===== src/design/mckt_pkg.sv =====
// Package with register map, field layout, reset values and carrier types for the keyscan block.
package mckt_pkg;

    // Register offsets on the serial control port.
    localparam logic [7:0] OFS_MIC_BIAS_AND_GAIN = 8'h09;
    localparam logic [7:0] OFS_MAKER_IDENTIFICATION = 8'h0b;
    localparam logic [7:0] OFS_SCAN_TICK_DIVISOR_UPPER = 8'h12;
    localparam logic [7:0] OFS_SCAN_TICK_DIVISOR_LOWER = 8'h13;
    localparam logic [7:0] OFS_CONVERTER_CLOCK_DIVISOR = 8'h14;
    localparam logic [7:0] OFS_PRESS_DEBOUNCE_TIME = 8'h15;

    // Field positions inside the microphone register.
    localparam int GAIN_BIT = 6;
    localparam int RES_SEL_MSB = 5;
    localparam int RES_SEL_LSB = 3;
    localparam int BIAS_VOLT_BIT = 2;

    // Maker identification sits in the upper nibble; the value is arbitrary.
    localparam int ID_LSB = 4;
    localparam logic [3:0] MAKER_ID_VALUE = 4'h5;

    // Writable bits of the microphone register; all others read as zero.
    localparam logic [7:0] MIC_WRITE_MASK = 8'h7c;

    // Reset values of the writable registers.
    localparam logic [7:0] MIC_RESET = 8'h00;
    localparam logic [15:0] TICK_DIV_RESET = 16'h0000;
    localparam logic [7:0] CONV_DIV_RESET = 8'h00;
    localparam logic [7:0] DEB_RESET = 8'h00;

    // Resistor selection codes of the three-bit field.
    localparam logic [2:0] RES_2K2 = 3'h0;
    localparam logic [2:0] RES_2K6 = 3'h1;
    localparam logic [2:0] RES_3K0 = 3'h2;
    localparam logic [2:0] RES_BYPASS = 3'h3;

    // One register access from the serial front end.
    typedef struct packed {
        logic wr;
        logic rd;
        logic [7:0] addr;
        logic [7:0] wdata;
    } mckt_reg_req_t;

    // Decoded analog settings of the microphone path.
    typedef struct packed {
        logic gain_24db;
        logic bias_2v6;
        logic res_2k2;
        logic res_2k6;
        logic res_3k0;
        logic res_bypass;
        logic bias_sleep;
    } mckt_mic_ctl_t;

endpackage : mckt_pkg


===== src/design/mckt_keyscan_regs.sv =====
// Microphone configuration registers with keyscan tick, converter clock and press debounce.

module mckt_keyscan_regs (
    input wire logic mclk,
    input wire logic rst_b,
    input wire mckt_pkg::mckt_reg_req_t reg_req,
    output logic [7:0] rd_data,
    input wire logic reference_input_clock,
    input wire logic key_detect,
    output mckt_pkg::mckt_mic_ctl_t mic_ctl,
    output logic scan_tick,
    output logic converter_clock,
    output logic key_valid
);

    // Reset release through two flip-flops; the copy rst_sync_b drives everything else.
    logic rst_meta_b;
    logic rst_sync_b;

    always_ff @(posedge mclk or negedge rst_b) begin
        if (!rst_b) begin
            rst_meta_b <= 1'b0;
            rst_sync_b <= 1'b0;
        end else begin
            rst_meta_b <= 1'b1;
            rst_sync_b <= rst_meta_b;
        end
    end

    // Pin synchronisers; the first stage is read only by the second.
    logic ref_meta;
    logic ref_sync;
    logic ref_prev;
    logic key_meta;
    logic key_sync;
    logic key_prev;

    // Both pins come from outside the mclk domain, so they pass two flops first.
    always_ff @(posedge mclk or negedge rst_sync_b) begin
        if (!rst_sync_b) begin
            ref_meta <= 1'b0;
            ref_sync <= 1'b0;
            ref_prev <= 1'b0;
            key_meta <= 1'b0;
            key_sync <= 1'b0;
            key_prev <= 1'b0;
        end else begin
            ref_meta <= reference_input_clock;
            ref_sync <= ref_meta;
            ref_prev <= ref_sync;
            key_meta <= key_detect;
            key_sync <= key_meta;
            key_prev <= key_sync;
        end
    end

    // Rising edge of the reference clock; mclk must run well above twice its rate.
    wire ref_rise = ref_sync & ~ref_prev;
    // Rising edge of the keypress detector.
    wire key_rise = key_sync & ~key_prev;

    // Writable register storage.
    logic [7:0] mic_reg;
    logic [15:0] tick_div;
    logic [7:0] conv_div;
    logic [7:0] deb_code;

    // Write decode, one wire per writable register.
    wire wr_mic = reg_req.wr && (reg_req.addr == mckt_pkg::OFS_MIC_BIAS_AND_GAIN);
    wire wr_upper = reg_req.wr && (reg_req.addr == mckt_pkg::OFS_SCAN_TICK_DIVISOR_UPPER);
    wire wr_lower = reg_req.wr && (reg_req.addr == mckt_pkg::OFS_SCAN_TICK_DIVISOR_LOWER);
    wire wr_conv = reg_req.wr && (reg_req.addr == mckt_pkg::OFS_CONVERTER_CLOCK_DIVISOR);
    wire wr_deb = reg_req.wr && (reg_req.addr == mckt_pkg::OFS_PRESS_DEBOUNCE_TIME);

    // Register writes; unused microphone bits are masked off so they never store.
    always_ff @(posedge mclk or negedge rst_sync_b) begin
        if (!rst_sync_b) begin
            mic_reg <= mckt_pkg::MIC_RESET;
            tick_div <= mckt_pkg::TICK_DIV_RESET;
            conv_div <= mckt_pkg::CONV_DIV_RESET;
            deb_code <= mckt_pkg::DEB_RESET;
        end else begin
            if (wr_mic) begin
                mic_reg <= reg_req.wdata & mckt_pkg::MIC_WRITE_MASK;
            end
            if (wr_upper) begin
                tick_div[15:8] <= reg_req.wdata;
            end
            if (wr_lower) begin
                tick_div[7:0] <= reg_req.wdata;
            end
            if (wr_conv) begin
                conv_div <= reg_req.wdata;
            end
            if (wr_deb) begin
                deb_code <= reg_req.wdata;
            end
        end
    end

    // Identification word: fixed upper nibble, zero below.
    wire [7:0] id_word = {mckt_pkg::MAKER_ID_VALUE, 4'h0};

    // Read selection; an unmapped offset answers zero.
    logic [7:0] rd_mux;

    always_comb begin
        case (reg_req.addr)
            mckt_pkg::OFS_MIC_BIAS_AND_GAIN: rd_mux = mic_reg;
            mckt_pkg::OFS_MAKER_IDENTIFICATION: rd_mux = id_word;
            mckt_pkg::OFS_SCAN_TICK_DIVISOR_UPPER: rd_mux = tick_div[15:8];
            mckt_pkg::OFS_SCAN_TICK_DIVISOR_LOWER: rd_mux = tick_div[7:0];
            mckt_pkg::OFS_CONVERTER_CLOCK_DIVISOR: rd_mux = conv_div;
            mckt_pkg::OFS_PRESS_DEBOUNCE_TIME: rd_mux = deb_code;
            default: rd_mux = 8'h00;
        endcase
    end

    // Read data is captured on the read strobe and held until the next read.
    always_ff @(posedge mclk or negedge rst_sync_b) begin
        if (!rst_sync_b) begin
            rd_data <= 8'h00;
        end else if (reg_req.rd) begin
            rd_data <= rd_mux;
        end
    end

    // Microphone settings decode from the stored register.
    wire [2:0] res_code = mic_reg[mckt_pkg::RES_SEL_MSB:mckt_pkg::RES_SEL_LSB];
    wire res_sleep = res_code[2];
    mckt_pkg::mckt_mic_ctl_t next_mic_ctl;

    always_comb begin
        next_mic_ctl.gain_24db = mic_reg[mckt_pkg::GAIN_BIT];
        next_mic_ctl.bias_2v6 = mic_reg[mckt_pkg::BIAS_VOLT_BIT];
        // Any code with the top bit set wins over the low bits and parks the bias.
        next_mic_ctl.bias_sleep = res_sleep;
        next_mic_ctl.res_2k2 = !res_sleep && (res_code == mckt_pkg::RES_2K2);
        next_mic_ctl.res_2k6 = !res_sleep && (res_code == mckt_pkg::RES_2K6);
        next_mic_ctl.res_3k0 = !res_sleep && (res_code == mckt_pkg::RES_3K0);
        next_mic_ctl.res_bypass = !res_sleep && (res_code == mckt_pkg::RES_BYPASS);
    end

    // Outputs are registered so the analog side never sees decode glitches.
    always_ff @(posedge mclk or negedge rst_sync_b) begin
        if (!rst_sync_b) begin
            mic_ctl <= '0;
        end else begin
            mic_ctl <= next_mic_ctl;
        end
    end

    // Half-period compare: toggle when count reaches divisor minus one; zero acts as one.
    function automatic logic half_done(input logic [15:0] cnt, input logic [15:0] div);
        logic [15:0] lim;
        lim = (div == 16'h0000) ? 16'h0000 : 16'(div - 16'h0001);
        return cnt >= lim;
    endfunction

    // Keyscan tick divider: N reference edges per half period gives f_in/(2N).
    logic [15:0] tick_cnt;
    logic tick_clk;
    wire tick_half = ref_rise && half_done(tick_cnt, tick_div);
    wire tick_event = tick_half && !tick_clk;

    always_ff @(posedge mclk or negedge rst_sync_b) begin
        if (!rst_sync_b) begin
            tick_cnt <= 16'h0000;
            tick_clk <= 1'b0;
            scan_tick <= 1'b0;
        end else begin
            if (tick_half) begin
                tick_cnt <= 16'h0000;
                tick_clk <= !tick_clk;
            end else if (ref_rise) begin
                tick_cnt <= tick_cnt + 16'h0001;
            end
            scan_tick <= tick_event;
        end
    end

    // Converter clock divider; eight-bit divisor with the same half-period scheme.
    logic [7:0] conv_cnt;
    wire conv_half = ref_rise && half_done({8'h00, conv_cnt}, {8'h00, conv_div});

    // The toggled level is the converter's conversion clock pin.
    always_ff @(posedge mclk or negedge rst_sync_b) begin
        if (!rst_sync_b) begin
            conv_cnt <= 8'h00;
            converter_clock <= 1'b0;
        end else if (conv_half) begin
            conv_cnt <= 8'h00;
            converter_clock <= !converter_clock;
        end else if (ref_rise) begin
            conv_cnt <= conv_cnt + 8'h01;
        end
    end

    // Debounce: idle until a press, then count code plus one ticks.
    typedef enum logic [0:0] {MCKT_IDLE, MCKT_BOUNCE} mckt_deb_state_t;
    mckt_deb_state_t deb_state;
    logic [8:0] deb_left;
    // A press ends without validation if the line releases during the wait.
    wire deb_done = (deb_state == MCKT_BOUNCE) && tick_event && (deb_left == 9'h001);

    always_ff @(posedge mclk or negedge rst_sync_b) begin
        if (!rst_sync_b) begin
            deb_state <= MCKT_IDLE;
            deb_left <= 9'h000;
            key_valid <= 1'b0;
        end else begin
            key_valid <= 1'b0;
            if (key_rise) begin
                // A new press always restarts the interval.
                deb_state <= MCKT_BOUNCE;
                deb_left <= {1'b0, deb_code} + 9'h001;
            end else begin
                case (deb_state)
                    MCKT_IDLE: begin
                        deb_left <= 9'h000;
                    end
                    MCKT_BOUNCE: begin
                        if (!key_sync) begin
                            deb_state <= MCKT_IDLE;
                        end else if (deb_done) begin
                            deb_state <= MCKT_IDLE;
                            key_valid <= 1'b1;
                        end else if (tick_event) begin
                            deb_left <= deb_left - 9'h001;
                        end
                    end
                    default: begin
                        deb_state <= MCKT_IDLE;
                    end
                endcase
            end
        end
    end

endmodule // mckt_keyscan_regs


===== config.mk =====
export PLATFORM = sky130hd
export DESIGN_NAME = mckt_keyscan_regs
export DESIGN_NICKNAME = d
export VERILOG_FILES = /design/src/design/mckt_pkg.sv /design/src/design/mckt_keyscan_regs.sv
export SDC_FILE = /design/constraint.sdc
export NUM_CORES = 1
export LEC_CHECK = 0
export ABC_CLOCK_PERIOD_IN_PS = 4600
export BUFFER_PORTS_ARGS = -buffer_cell sky130_fd_sc_hd__buf_4
export CORE_UTILIZATION = 24
export CTS_CLUSTER_DIAMETER = 200
export DETAILED_ROUTE_END_ITERATION = 7
export GPL_TIMING_DRIVEN = 0
export PLACE_DENSITY = 0.37
export SETUP_SLACK_MARGIN = 0.05
export SYNTH_ARGS = -nofsm -noshare
export SYNTH_HDL_FRONTEND = slang
export SYNTH_SLANG_ARGS = --single-unit

===== constraint.sdc =====
create_clock -name mclk -period 4.6 [get_ports mclk]
set_clock_uncertainty 0.2 [all_clocks]
set_input_delay 0.46 -clock mclk [delete_from_list [all_inputs] [get_ports mclk]]
set_output_delay 0.46 -clock mclk [all_outputs]
set_load 0.05 [all_outputs]

After elaboration in Yosys (flattened, before gate mapping) --
Index checks and enable logic that the tools add are counted.
Word-level totals: flip-flop bits (word level) 98, logic and storage cells 98, output and inout bits 18
Operators by class: mux-type cells 20, $lt $le $gt $ge 2, bitwise logic cells 5, $add $sub $neg 6, reduce and logical (&&, ||, !) cells 23, equal/unequal tests 13
Operators by type and width (count):
- 16-bit two-way mux | 4
- 8-bit one-hot mux with 6 select lines | 1
- 9-bit two-way mux | 4
- 8-bit by 5-bit == test with 1-bit output (second input constant) | 4
- 9-bit one-hot mux with 2 select lines | 1
- 16-bit by 1-bit adder with 16-bit output (second input constant) | 1
- 8-bit by 4-bit == test with 1-bit output (second input constant) | 2
- 16-bit greater-or-equal comparator | 1
- 8-bit by 16-bit greater-or-equal comparator with 1-bit output | 1
- 16-bit zero test | 1
- 8-bit two-way mux | 2
- 16-bit by 1-bit subtractor with 16-bit output (second input constant) | 1
- 1-bit logical AND | 14
- 8-bit by 1-bit adder with 9-bit output (second input constant) | 1
- 9-bit by 1-bit == test with 1-bit output (second input constant) | 1
- 3-bit inequality test (second input constant) | 3
- 8-bit by 1-bit subtractor with 9-bit output (second input constant) | 1
- 9-bit by 1-bit subtractor with 9-bit output (second input constant) | 1
- 8-bit by 1-bit adder with 8-bit output (second input constant) | 1
- 8-bit zero test | 1
- 1-bit two-way mux | 8
- 3-bit by 2-bit == test with 1-bit output (second input constant) | 2
- 2-bit nonzero test | 2
- 3-bit by 1-bit == test with 1-bit output (second input constant) | 1
- 5 further kinds | 10

Depth between registers and ports, before layout --
Gate-level depths: netlist of the first run.
word-level depth 11, depth in mapped cells 15, gate-level depth less buffers 13

Worst setup path before layout of the first run --
OpenSTA, ideal clock, no wires.
path type register to register, start point register tick_div[9], end point register deb_left[6], clock period less this slack 3.706 ns, data arrival time 3.419 ns, buffers on the path 0, slack 0.894 ns, stages on the path, launching flop included 13, required time 4.313 ns, setup time 0.087 ns, path through dfrtp_1 > or4_1 > nor4_1 > nand2b_1 > nor3_1 > mux2i_1 > ha_1 > nand4_1 > a2111oi_2 > and2_2 > a21oi_2 > or4b_1 > o211ai_1
Between the ends: word-level cells in the longest chain between the ends 9, elaborated cells between the ends (all ways) 11
RTL lines:
- start, declared | RTL line mckt_keyscan_regs.sv:64 | logic [15:0] tick_div;
- start signal, assigned | RTL line mckt_keyscan_regs.sv:79 | tick_div <= mckt_pkg::TICK_DIV_RESET;
- start signal, assigned | RTL line mckt_keyscan_regs.sv:87 | tick_div[15:8] <= reg_req.wdata;
- 16-bit by 1-bit subtractor with 16-bit output or 16-bit zero test (tied branches) | RTL line mckt_keyscan_regs.sv:156 | lim = (div == 16'h0000) ? 16'h0000 : 16'(div - 16'h0001);
- 16-bit two-way mux (*) | RTL line mckt_keyscan_regs.sv:156
- 16-bit greater-or-equal comparator (*) | RTL line mckt_keyscan_regs.sv:157 | return cnt >= lim;
- 1-bit logical AND (*) | RTL line mckt_keyscan_regs.sv:163 | wire tick_half = ref_rise && half_done(tick_cnt, tick_div);
- 1-bit logical AND (*) | RTL line mckt_keyscan_regs.sv:164 | wire tick_event = tick_half && !tick_clk;
- 1-bit logical AND (2 in series) | RTL line mckt_keyscan_regs.sv:204 | wire deb_done = (deb_state == MCKT_BOUNCE) && tick_event && (deb_left == 9'h001);
- 3-bit inequality test (no source line)
- 3-bit AND reduction (no source line) (*)
- end signal, assigned | RTL line mckt_keyscan_regs.sv:216 | deb_left <= {1'b0, deb_code} + 9'h001;
- end signal, assigned | RTL line mckt_keyscan_regs.sv:229 | deb_left <= deb_left - 9'h001;
- end, declared | RTL line mckt_keyscan_regs.sv:202 | logic [8:0] deb_left;
Every way passes the cells marked *; elsewhere a longest branch is shown, timed or not. A chain may end at the register's enable or synchronous reset.

Worst setup path after layout of the first run --
start point register tick_div[2], end point register deb_left[2]
Same word-level chain as after synthesis.

==> metrics list, run 1 <==
* Worst setup path start: tick_div[2]
- In the synthesized netlist the async set-or-reset flop fraction comes to 100.0%.
* Detailed router's first-iteration violation count: between 90 and 100
* CP Data Required Time: between 4 and 5 ns
* Unrepaired setup endpoints after global routing: false
- Clock-pin slew was measured on the worst setup and hold paths at 0.07 ns.
- The H-tree was split into 3 levels.
- STA classifies the critical path endpoint as a register.
* Cell types with the highest counts after synthesis: 98 x sky130_fd_sc_hd__dfrtp_1, 63 x sky130_fd_sc_hd__nand2_1, 42 x sky130_fd_sc_hd__nor2_1
* Wire length of the first global-routing pass: approximately 24 mm
- Each instance of the synthesized netlist takes up on average 10.13 um2.
- Max Slew Vio Count: 0
* Total via count after detailed routing: 4284
- Multi-input gate area: 3013 um2
- At the later pin of the worst-skew pair, clock insertion delay measures 0.35 ns.
* Crit-path most repeated cell: sky130_fd_sc_hd__nand2_1
- Clock tree synthesis inserted a total of 9 buffers.
* Number of antenna violations at the first check in global routing: 0
- Initial DRT Pass Iterations: 5
* # fillers: 2408
- Count of buffers added by post-CTS timing repair for setup: 0
* Largest family of logic cells by synthesized area: simple AND/OR/NAND/NOR gates
- Number of synthesis warnings: 0
* Wirelength, routed: 14.39 mm
- Terminus of the critical flop-to-flop path: deb_left[2]
* Regs by FF count: tick_cnt: 16 flops, tick_div: 16 flops, deb_left: 9 flops
* Worst-margin pin slew: slightly below 0.7 ns
- Number of I/O port buffers: 36
- Data arrival, critical path: 4.31 ns
- After floorplanning, the core was divided into 55 placement rows.
* Gate count of the mapped netlist: roughly 550
- Peak per-stage delay on the critical path: between 0.6 and 0.7 ns
* Layout cells sized above 1: a little under 20%
- Across all register-to-register paths, the minimum setup slack is 0.32 ns.
* Clock sink count: 98
* GR Util All Layers: 12.82%
- In the final design database the tool counted 654 nets.
* Vias per cell: 4.813
- EDFF count, synth: 0
- Summing the areas of all compound-gate instances in the mapped netlist gives 12.40% of the synthesized area.
* Part of the Yosys area used for sequential elements: 43.95%
- The final number of hold-violating endpoints was 0.
- Of all nets on the critical path, the largest fanout is 10.
* Highest ir drop seen on vdd: about 0.00017 V
* Root Buffer Master: sky130_fd_sc_hd__clkbuf_16
- The floorplan step defined a core boundary enclosing 22710 um2.
* Beginning of the worst register-to-register path: tick_div[2]
* Number of design rule violations left after detail routing: 0
- Compared with the post-synthesis result, the final layout area differs by 18.05%.
- TNS Setup: 0 ns
* Number of primary I/O pins: 40
* Crit start category: register
- Setup ws final: 0.3242 ns
* Hold WC Path Type: primary input to register
- Vertical extent of the die: 154.5 um
* Most frequently used cell type in the post-synthesis netlist: sky130_fd_sc_hd__dfrtp_1
* Cell taking the most area after synthesis: sky130_fd_sc_hd__dfrtp_1
- Worst-path cell with the longest stage delay: sky130_fd_sc_hd__nor4_1
* Seq cells post-synth: 98
* Number of maximum-capacitance violations: 0
- Half-perimeter wire length after placement: between 10 and 15 mm
- Once placement completed, the tool counted placed cells totaling between 800 and 900.
- Leakage power figure: between 2 and 3 nW
- WL per Instance: 16.17 um
- Width of the die: 154.5 um
* Last element of the critical path: deb_left[2]
- Type of the setup path with the least slack: register to register
- Share of the synthesized area in the top cell type: 43.95%
* Run status: completed
* Remaining global-route overflow: 0
* Area fraction in and, or, nand and nor cells after synthesis: 19.60%
- Worst-case headroom to the max-slew limit: 54.30%
- Derived from the worst setup path, the maximum achievable clock frequency is 233.9 MHz.
* N_diodes: 0
- The die covers ~24000 um2.
- After synthesis the cells add up to 5580 um2.
* Post-Synth Adder-Cell Area: 7.175%
- The finished layout holds 890 standard cells, fillers aside.
- Clk buf depth: 2
* Cell-by-cell trace of the critical path: nor4_1 > nand2_1 > nor4_1 > xor2_1 > nand2_1 > ha_1 > nand4_1 > a2111oi_4 > and2_2 > a21o_1 > buf_6 > nand2_1 > a311o_1
- Worst Reg-to-Reg Cells: 13
* Setup-violating endpoint count in the final report: 0
- Post-Place Setup Slack: 0.2237 ns
- Area occupied by registers: 2456 um2
- After synthesis, the cell types taking the most area are sky130_fd_sc_hd__dfrtp_1 44%, sky130_fd_sc_hd__mux2_2 8.1%, sky130_fd_sc_hd__ha_1 7.2%.
- In this run the remaining antenna-violating nets after routing total 0.
- Entering global routing, the biggest net connects 54 pins.
- Fraction of the cycle the final worst path needs: 92.95%
- The number of global-route vias before repair came to ~4400.
- Routability-driven placement finished with a final weighted congestion of between 0.7 and 0.8.
- Initial Utilization: 24.57%
- CTS tree: yes
- Most frequently used flop master after synthesis: sky130_fd_sc_hd__dfrtp_1
* Portion of netlist area occupied by mux cells: 8.430%
- After Yosys synthesis, XOR and XNOR cells account for 5.964% of the synthesized area.
- In this run the power density over the cells is between 400 and 500 nW/um2.
- The netlist uses 71 different library cells.
- Net Count, Synth: 605
* Final worst path period need: between 4 and 5 ns
## cell families after synthesis
logic type                 count (synthesis)
muxes                                     42
DFF                                       98
buffers and inverters                     32
and+or+nand+nor                          210
other                                      1
AOI/OAI and AO/OA                         98
xor gates and xnor gates                  38
adders and majority gates                 32
## worst max-delay path: cells and delay by family (launching register included)
family          cells  cell delay [ns]
flops               1             0.49
simple gates        7             1.89
fa+ha+maj           1             0.28
buf+inv             1             0.15
compound gates      3             0.97
xor+xnor            1             0.17
## worst min path at each step
stage	startpoint	to	slack, ns	cells past startpoint
finish	reference_input_clock	ref_meta	0.02	1
detailed placement	rst_b	rst_meta_b	0.04	1
global placement	rst_b	rst_meta_b	0.04	1
CTS	reference_input_clock	ref_meta	0.0005	1
floorplan	rst_b	rst_meta_b	-0.04	0
global route	key_detect	key_meta	0.008	1
## metrics by stage
step / instance area [um2] / util (%) / hold WS [ns] / total power, mW
after global placement: 6207 / 27.33 / 0.04239 / 2.061
after CTS: 6566 / 28.91 / 0.0004963 / 2.941
after detailed placement: 6238 / 27.47 / 0.04366 / 2.088
final: 6588 / 29.01 / 0.01643 / 2.920
after floorplan: 5580 / - / -0.03559 / 1.811
after global routing: 6588 / 29.01 / 0.008201 / 3.149
## per-layer routing
| metal | global-route usage, % | up-vias | share of wire (%) |
|---|---|---|---|
| met5 | 0 | - | 0 |
| met4 | 5.092 | 0 | 1.8 |
| met3 | 1.457 | 12 | 1.9 |
| met2 | 20.92 | 53 | 48 |
| met1 | 17.28 | 2130 | 49 |
| li1 | - | 2089 | - |
## area by class of cell
cell class                 count  share of cell area, %
clock inverter                 5                  1.292
multi-input combinational    421                  45.74
timing repair buffer          38                  4.672
sequential                    98                  37.28
tap                          285                  5.413
buffer                        14                  1.045
inverter                      18                  1.026
clock buffer                  11                  3.533
## layout by cell type, fill, tap and decap left out, types with 12 or more instances in the layout
cell / Yosys / layout
sky130_fd_sc_hd__inv_1: 18 / 18
sky130_fd_sc_hd__o21ai_0: 15 / 15
sky130_fd_sc_hd__dfrtp_1: 98 / 97
sky130_fd_sc_hd__ha_1: 32 / 32
sky130_fd_sc_hd__xor2_1: 21 / 21
sky130_fd_sc_hd__clkbuf_1: 11 / 12
sky130_fd_sc_hd__nor2_1: 42 / 42
sky130_fd_sc_hd__buf_4: 0 / 36
sky130_fd_sc_hd__nand2_1: 63 / 63
sky130_fd_sc_hd__nand3_1: 21 / 21
sky130_fd_sc_hd__xnor2_1: 17 / 17
sky130_fd_sc_hd__nand2b_1: 14 / 14
sky130_fd_sc_hd__nor3_1: 12 / 12
sky130_fd_sc_hd__mux2_2: 40 / 40
sky130_fd_sc_hd__a21oi_1: 22 / 22
## where the power goes
part           leakage (nW)  switching [mW]  total, mW  internal (mW)
Clock                 0.151           0.351      0.833          0.482
Combinational          1.47           0.562      0.957          0.395
Sequential             1.31           0.156       1.13          0.974
Total                  2.94            1.07       2.92           1.85
## timing repair
action / CTS / global route
hold buffers: 1 / 0
setup endpoints to repair: 0 / 12
hold endpoints to repair: 2 / 0
gates resized for setup: 0 / 4
Power figures use the tool's default switching activity.
==> inputs of run 2 (changes only) <==
BUFFER_PORTS_ARGS = -buffer_cell sky130_fd_sc_hd__buf_2   (was -buffer_cell sky130_fd_sc_hd__buf_4)
==> metrics list, run 2 (synthesis results as in run 1) <==
* Vias in the first global route: 4184 (-4.9%)
- The final instance area came to 6487 um2 (-1.5%).
- The post-CTS setup-driven buffer insertion count came to 0 (unchanged).
- Width of the die: 154.5 um (unchanged)
* Fraction of the cycle the final worst path needs: 92.93% (about the same)
- Peak per-stage delay on the critical path: 0.61 ns (about the same)
- The sequential share of power was 39.8% (+1.1 points).
- The count of port buffers added during placement was 36 (unchanged).
- Kind of cell adding the most delay to the critical path: simple AND/OR/NAND/NOR gates
- The relative max-transition margin is 57.45% (+3.1 points).
* Logic gate share of total power: 32.3% (-0.5 points)
- Placed cell area: 6148 um2 (-1.4%)
- The wire length of the first global-routing pass is 23.36 mm (-1.8%).
* Clk buf depth: 2 (unchanged)
- The number of top-level pins came to 40 (unchanged).
- The internal power summed over all cells is 1.762 mW (-4.8%).
* Data arrival, critical path: 4.32 ns (about the same)
* CP Data Required Time: 4.65 ns (+0.02 ns)
- Clock share of power: 28.0% (-0.5 points)
* Run status: completed
- STA classifies the critical path endpoint as a register.
- Setup repair after global routing left no endpoint under its margin.
* Final worst path period need: 4.275 ns (-0.001023 ns)
- Most common library cell in the layout ignoring fill and taps: sky130_fd_sc_hd__dfrtp_1
- Relative to the synthesized area, the layout overhead comes to 16.26%.
- The final setup violation count came to 0 (unchanged).
- The count of final max-slew check failures came to 0 (unchanged).
- Row cnt: 55 (unchanged)
- The die boundary height came to 154.5 um (unchanged).
- Highest clock frequency the design can meet: 233.9 MHz (about the same)
- The biggest fanout along the worst timing path is 10 (unchanged).
* GR Util All Layers: 12.76% (-0.053 points)
* Number of antenna violations at the first check in global routing: 0 (unchanged)
- CTS tree: yes
- The number of levels in the clock H-tree came to 3 (unchanged).
- The area enclosed by the die boundary was 23870 um2 (unchanged).
- The first-iteration detailed-routing DRC count came to 151 (+57%).
* Largest net degree at the start of global routing: 54 (unchanged)
- Initial DRT Pass Iterations: 4 (-1)
- The slowest stage of the critical path belongs to the cell sky130_fd_sc_hd__or4_1.
- The number of fill cells in the layout is 2400 (-0.33%).
- Vias per cell: 4.776 (-0.78%)
* Leakage power figure: 2.931 nW (-0.28%)
- The weighted congestion reported at the end of routability-driven placement was 0.7765 (about the same).
- The critical path in this run is classified as register to register.
- The placed wire-length estimate after detailed placement is 10.91 mm (-0.60%).
- Total via count after detailed routing: 4260 (-0.56%)
- The worst-margin pin slew was 0.6324 ns (-0.04675 ns).
- The initial cell density of the core was 24.57% (unchanged).
- The ratio of total power to cell area is 437.9 nW/um2 (-1.2%).
* Switch Pwr: 1.079 mW (+0.87%)
- The layout cell share with drive strength beyond 1 is 19.77% (+0.43 points).
- Crit start category: register
- Remaining global-route overflow: 0 (unchanged)
- The highest ir drop seen on vdd came to 0.0001945 V (+12%).
* Hold Violations, Final: 0 (unchanged)
- The switching share of power is 37.97% (+1.3 points).
- Clock tree synthesis selected as its root buffer the cell sky130_fd_sc_hd__clkbuf_16.
- Walking the worst path, the cells encountered are or4_1 > nor4_1 > nand2b_1 > nor3_1 > mux2i_1 > ha_1 > nand4_1 > a2111oi_2 > and2_2 > a21o_1 > buf_6 > nand2_1 > a311o_1.
- Number of design rule violations left after detail routing: 0 (unchanged)
* Clock sink count: 98 (unchanged)
* Regs by FF count: tick_cnt: 16 flops, tick_div: 16 flops, deb_left: 9 flops
- The later-pin clock latency in the skew report was 0.36 ns (about the same).
- The total number of nets in the final design is 656 (+0.31%).
- The final antenna-violating net count is 0 (unchanged).
- The core area was 22710 um2 (unchanged).
- The number of maximum-capacitance constraint violations was 0 (unchanged).
* Most used cells in the layout excluding fill and tap cells: 97 x sky130_fd_sc_hd__dfrtp_1, 63 x sky130_fd_sc_hd__nand2_1, 42 x sky130_fd_sc_hd__nor2_1
* TNS Setup: 0 ns (unchanged)
- The worst hold path belongs to the class register to asynchronous set/reset pin.
- The total wirelength of the detailed-routed design was 14.46 mm (+0.49%).
* WL per Instance: 16.21 um (+0.27%)
* N_diodes: 0 (unchanged)
- The register clock-pin slew on the reported worst setup and hold paths was 0.08 ns (about the same).
- Cts bufs inserted: 9 (unchanged)
* Buffering stage count on the worst path with inverters included: 1 (unchanged)
## run 2: repair_timing
action / 4_1_cts / 5_1_grt
endpoints found under the setup margin: 0 / 12
gates resized for setup: 0 / 3
endpoints found under the hold margin: 4 / 0
hold buffers: 3 / 0
## run 2: cell type report
type                            instances  area (um2)  share of cell area (%)
Timing Repair Buffer                   40       237.7                   3.664
Multi-Input combinational cell        421        2999                   46.23
Clock inverter                          5       48.80                  0.7522
Inverter                               18       67.56                   1.041
Sequential cell                        98        2456                   37.86
Tap cell                              285       356.6                   5.497
Buffer                                 14       68.82                   1.061
Clock buffer                           11       252.7                   3.896
## run 2: layer usage
layer / part of all wire [%] / global-route usage, % / vias to the layer above
met5: 0 / 0 / -
met3: 2.0 / 1.513 / 16
li1: - / - / 2106
met2: 46 / 20.19 / 52
met1: 50 / 17.54 / 2086
met4: 1.9 / 5.469 / 0
## run 2: final timing paths
check	to	startpoint	slack, ns	cells after the start
setup / recovery	deb_left[2]	tick_div[9]	0.33	13
hold / removal	converter_clock	rst_sync_b	0.14	0
setup reg to reg	deb_left[2]	tick_div[9]	0.33	13
hold reg to reg	converter_clock	rst_sync_b	0.14	0
max in group asynchronous	tick_cnt[13]	rst_sync_b	3.36	1
min in group mclk	key_sync	key_meta	0.15	0
## run 2: stage by stage
stage | hold slack (ns) | power, mW | utilization, % | std cells | setup slack (ns)
floorplan | -0.03559 | 1.811 | - | 551 | 0.8940
global placement | 0.04490 | 2.050 | 26.94 | 872 | 0.09985
detailed placement | 0.04701 | 2.078 | 27.07 | 873 | 0.2596
CTS | 0.1553 | 2.892 | 28.53 | 892 | 0.2428
global route | 0.1831 | 3.060 | 28.57 | 892 | 0.05321
finish | 0.1402 | 2.841 | 28.57 | 892 | 0.3252
## run 2: power groups by stage
stage                     clock network [mW]  logic [mW]  registers (mW)
after CTS                              0.823       0.935            1.13
after global placement                     0       0.896            1.15
after floorplan                            0       0.672            1.14
after global routing                   0.860        1.04            1.16
after detailed placement                   0       0.928            1.15
final                                  0.794       0.917            1.13
## run 2: worst reg2reg max path: stages, from the launching register on
cell,delay [ns]
sky130_fd_sc_hd__dfrtp_1,0.43
sky130_fd_sc_hd__or4_1,0.61
sky130_fd_sc_hd__nor4_1,0.30
sky130_fd_sc_hd__nand2b_1,0.15
sky130_fd_sc_hd__nor3_1,0.25
sky130_fd_sc_hd__mux2i_1,0.13
sky130_fd_sc_hd__ha_1,0.32
sky130_fd_sc_hd__nand4_1,0.20
sky130_fd_sc_hd__a2111oi_2,0.50
sky130_fd_sc_hd__and2_2,0.24
sky130_fd_sc_hd__a21o_1,0.13
sky130_fd_sc_hd__buf_6,0.15
sky130_fd_sc_hd__nand2_1,0.16
sky130_fd_sc_hd__a311o_1,0.38
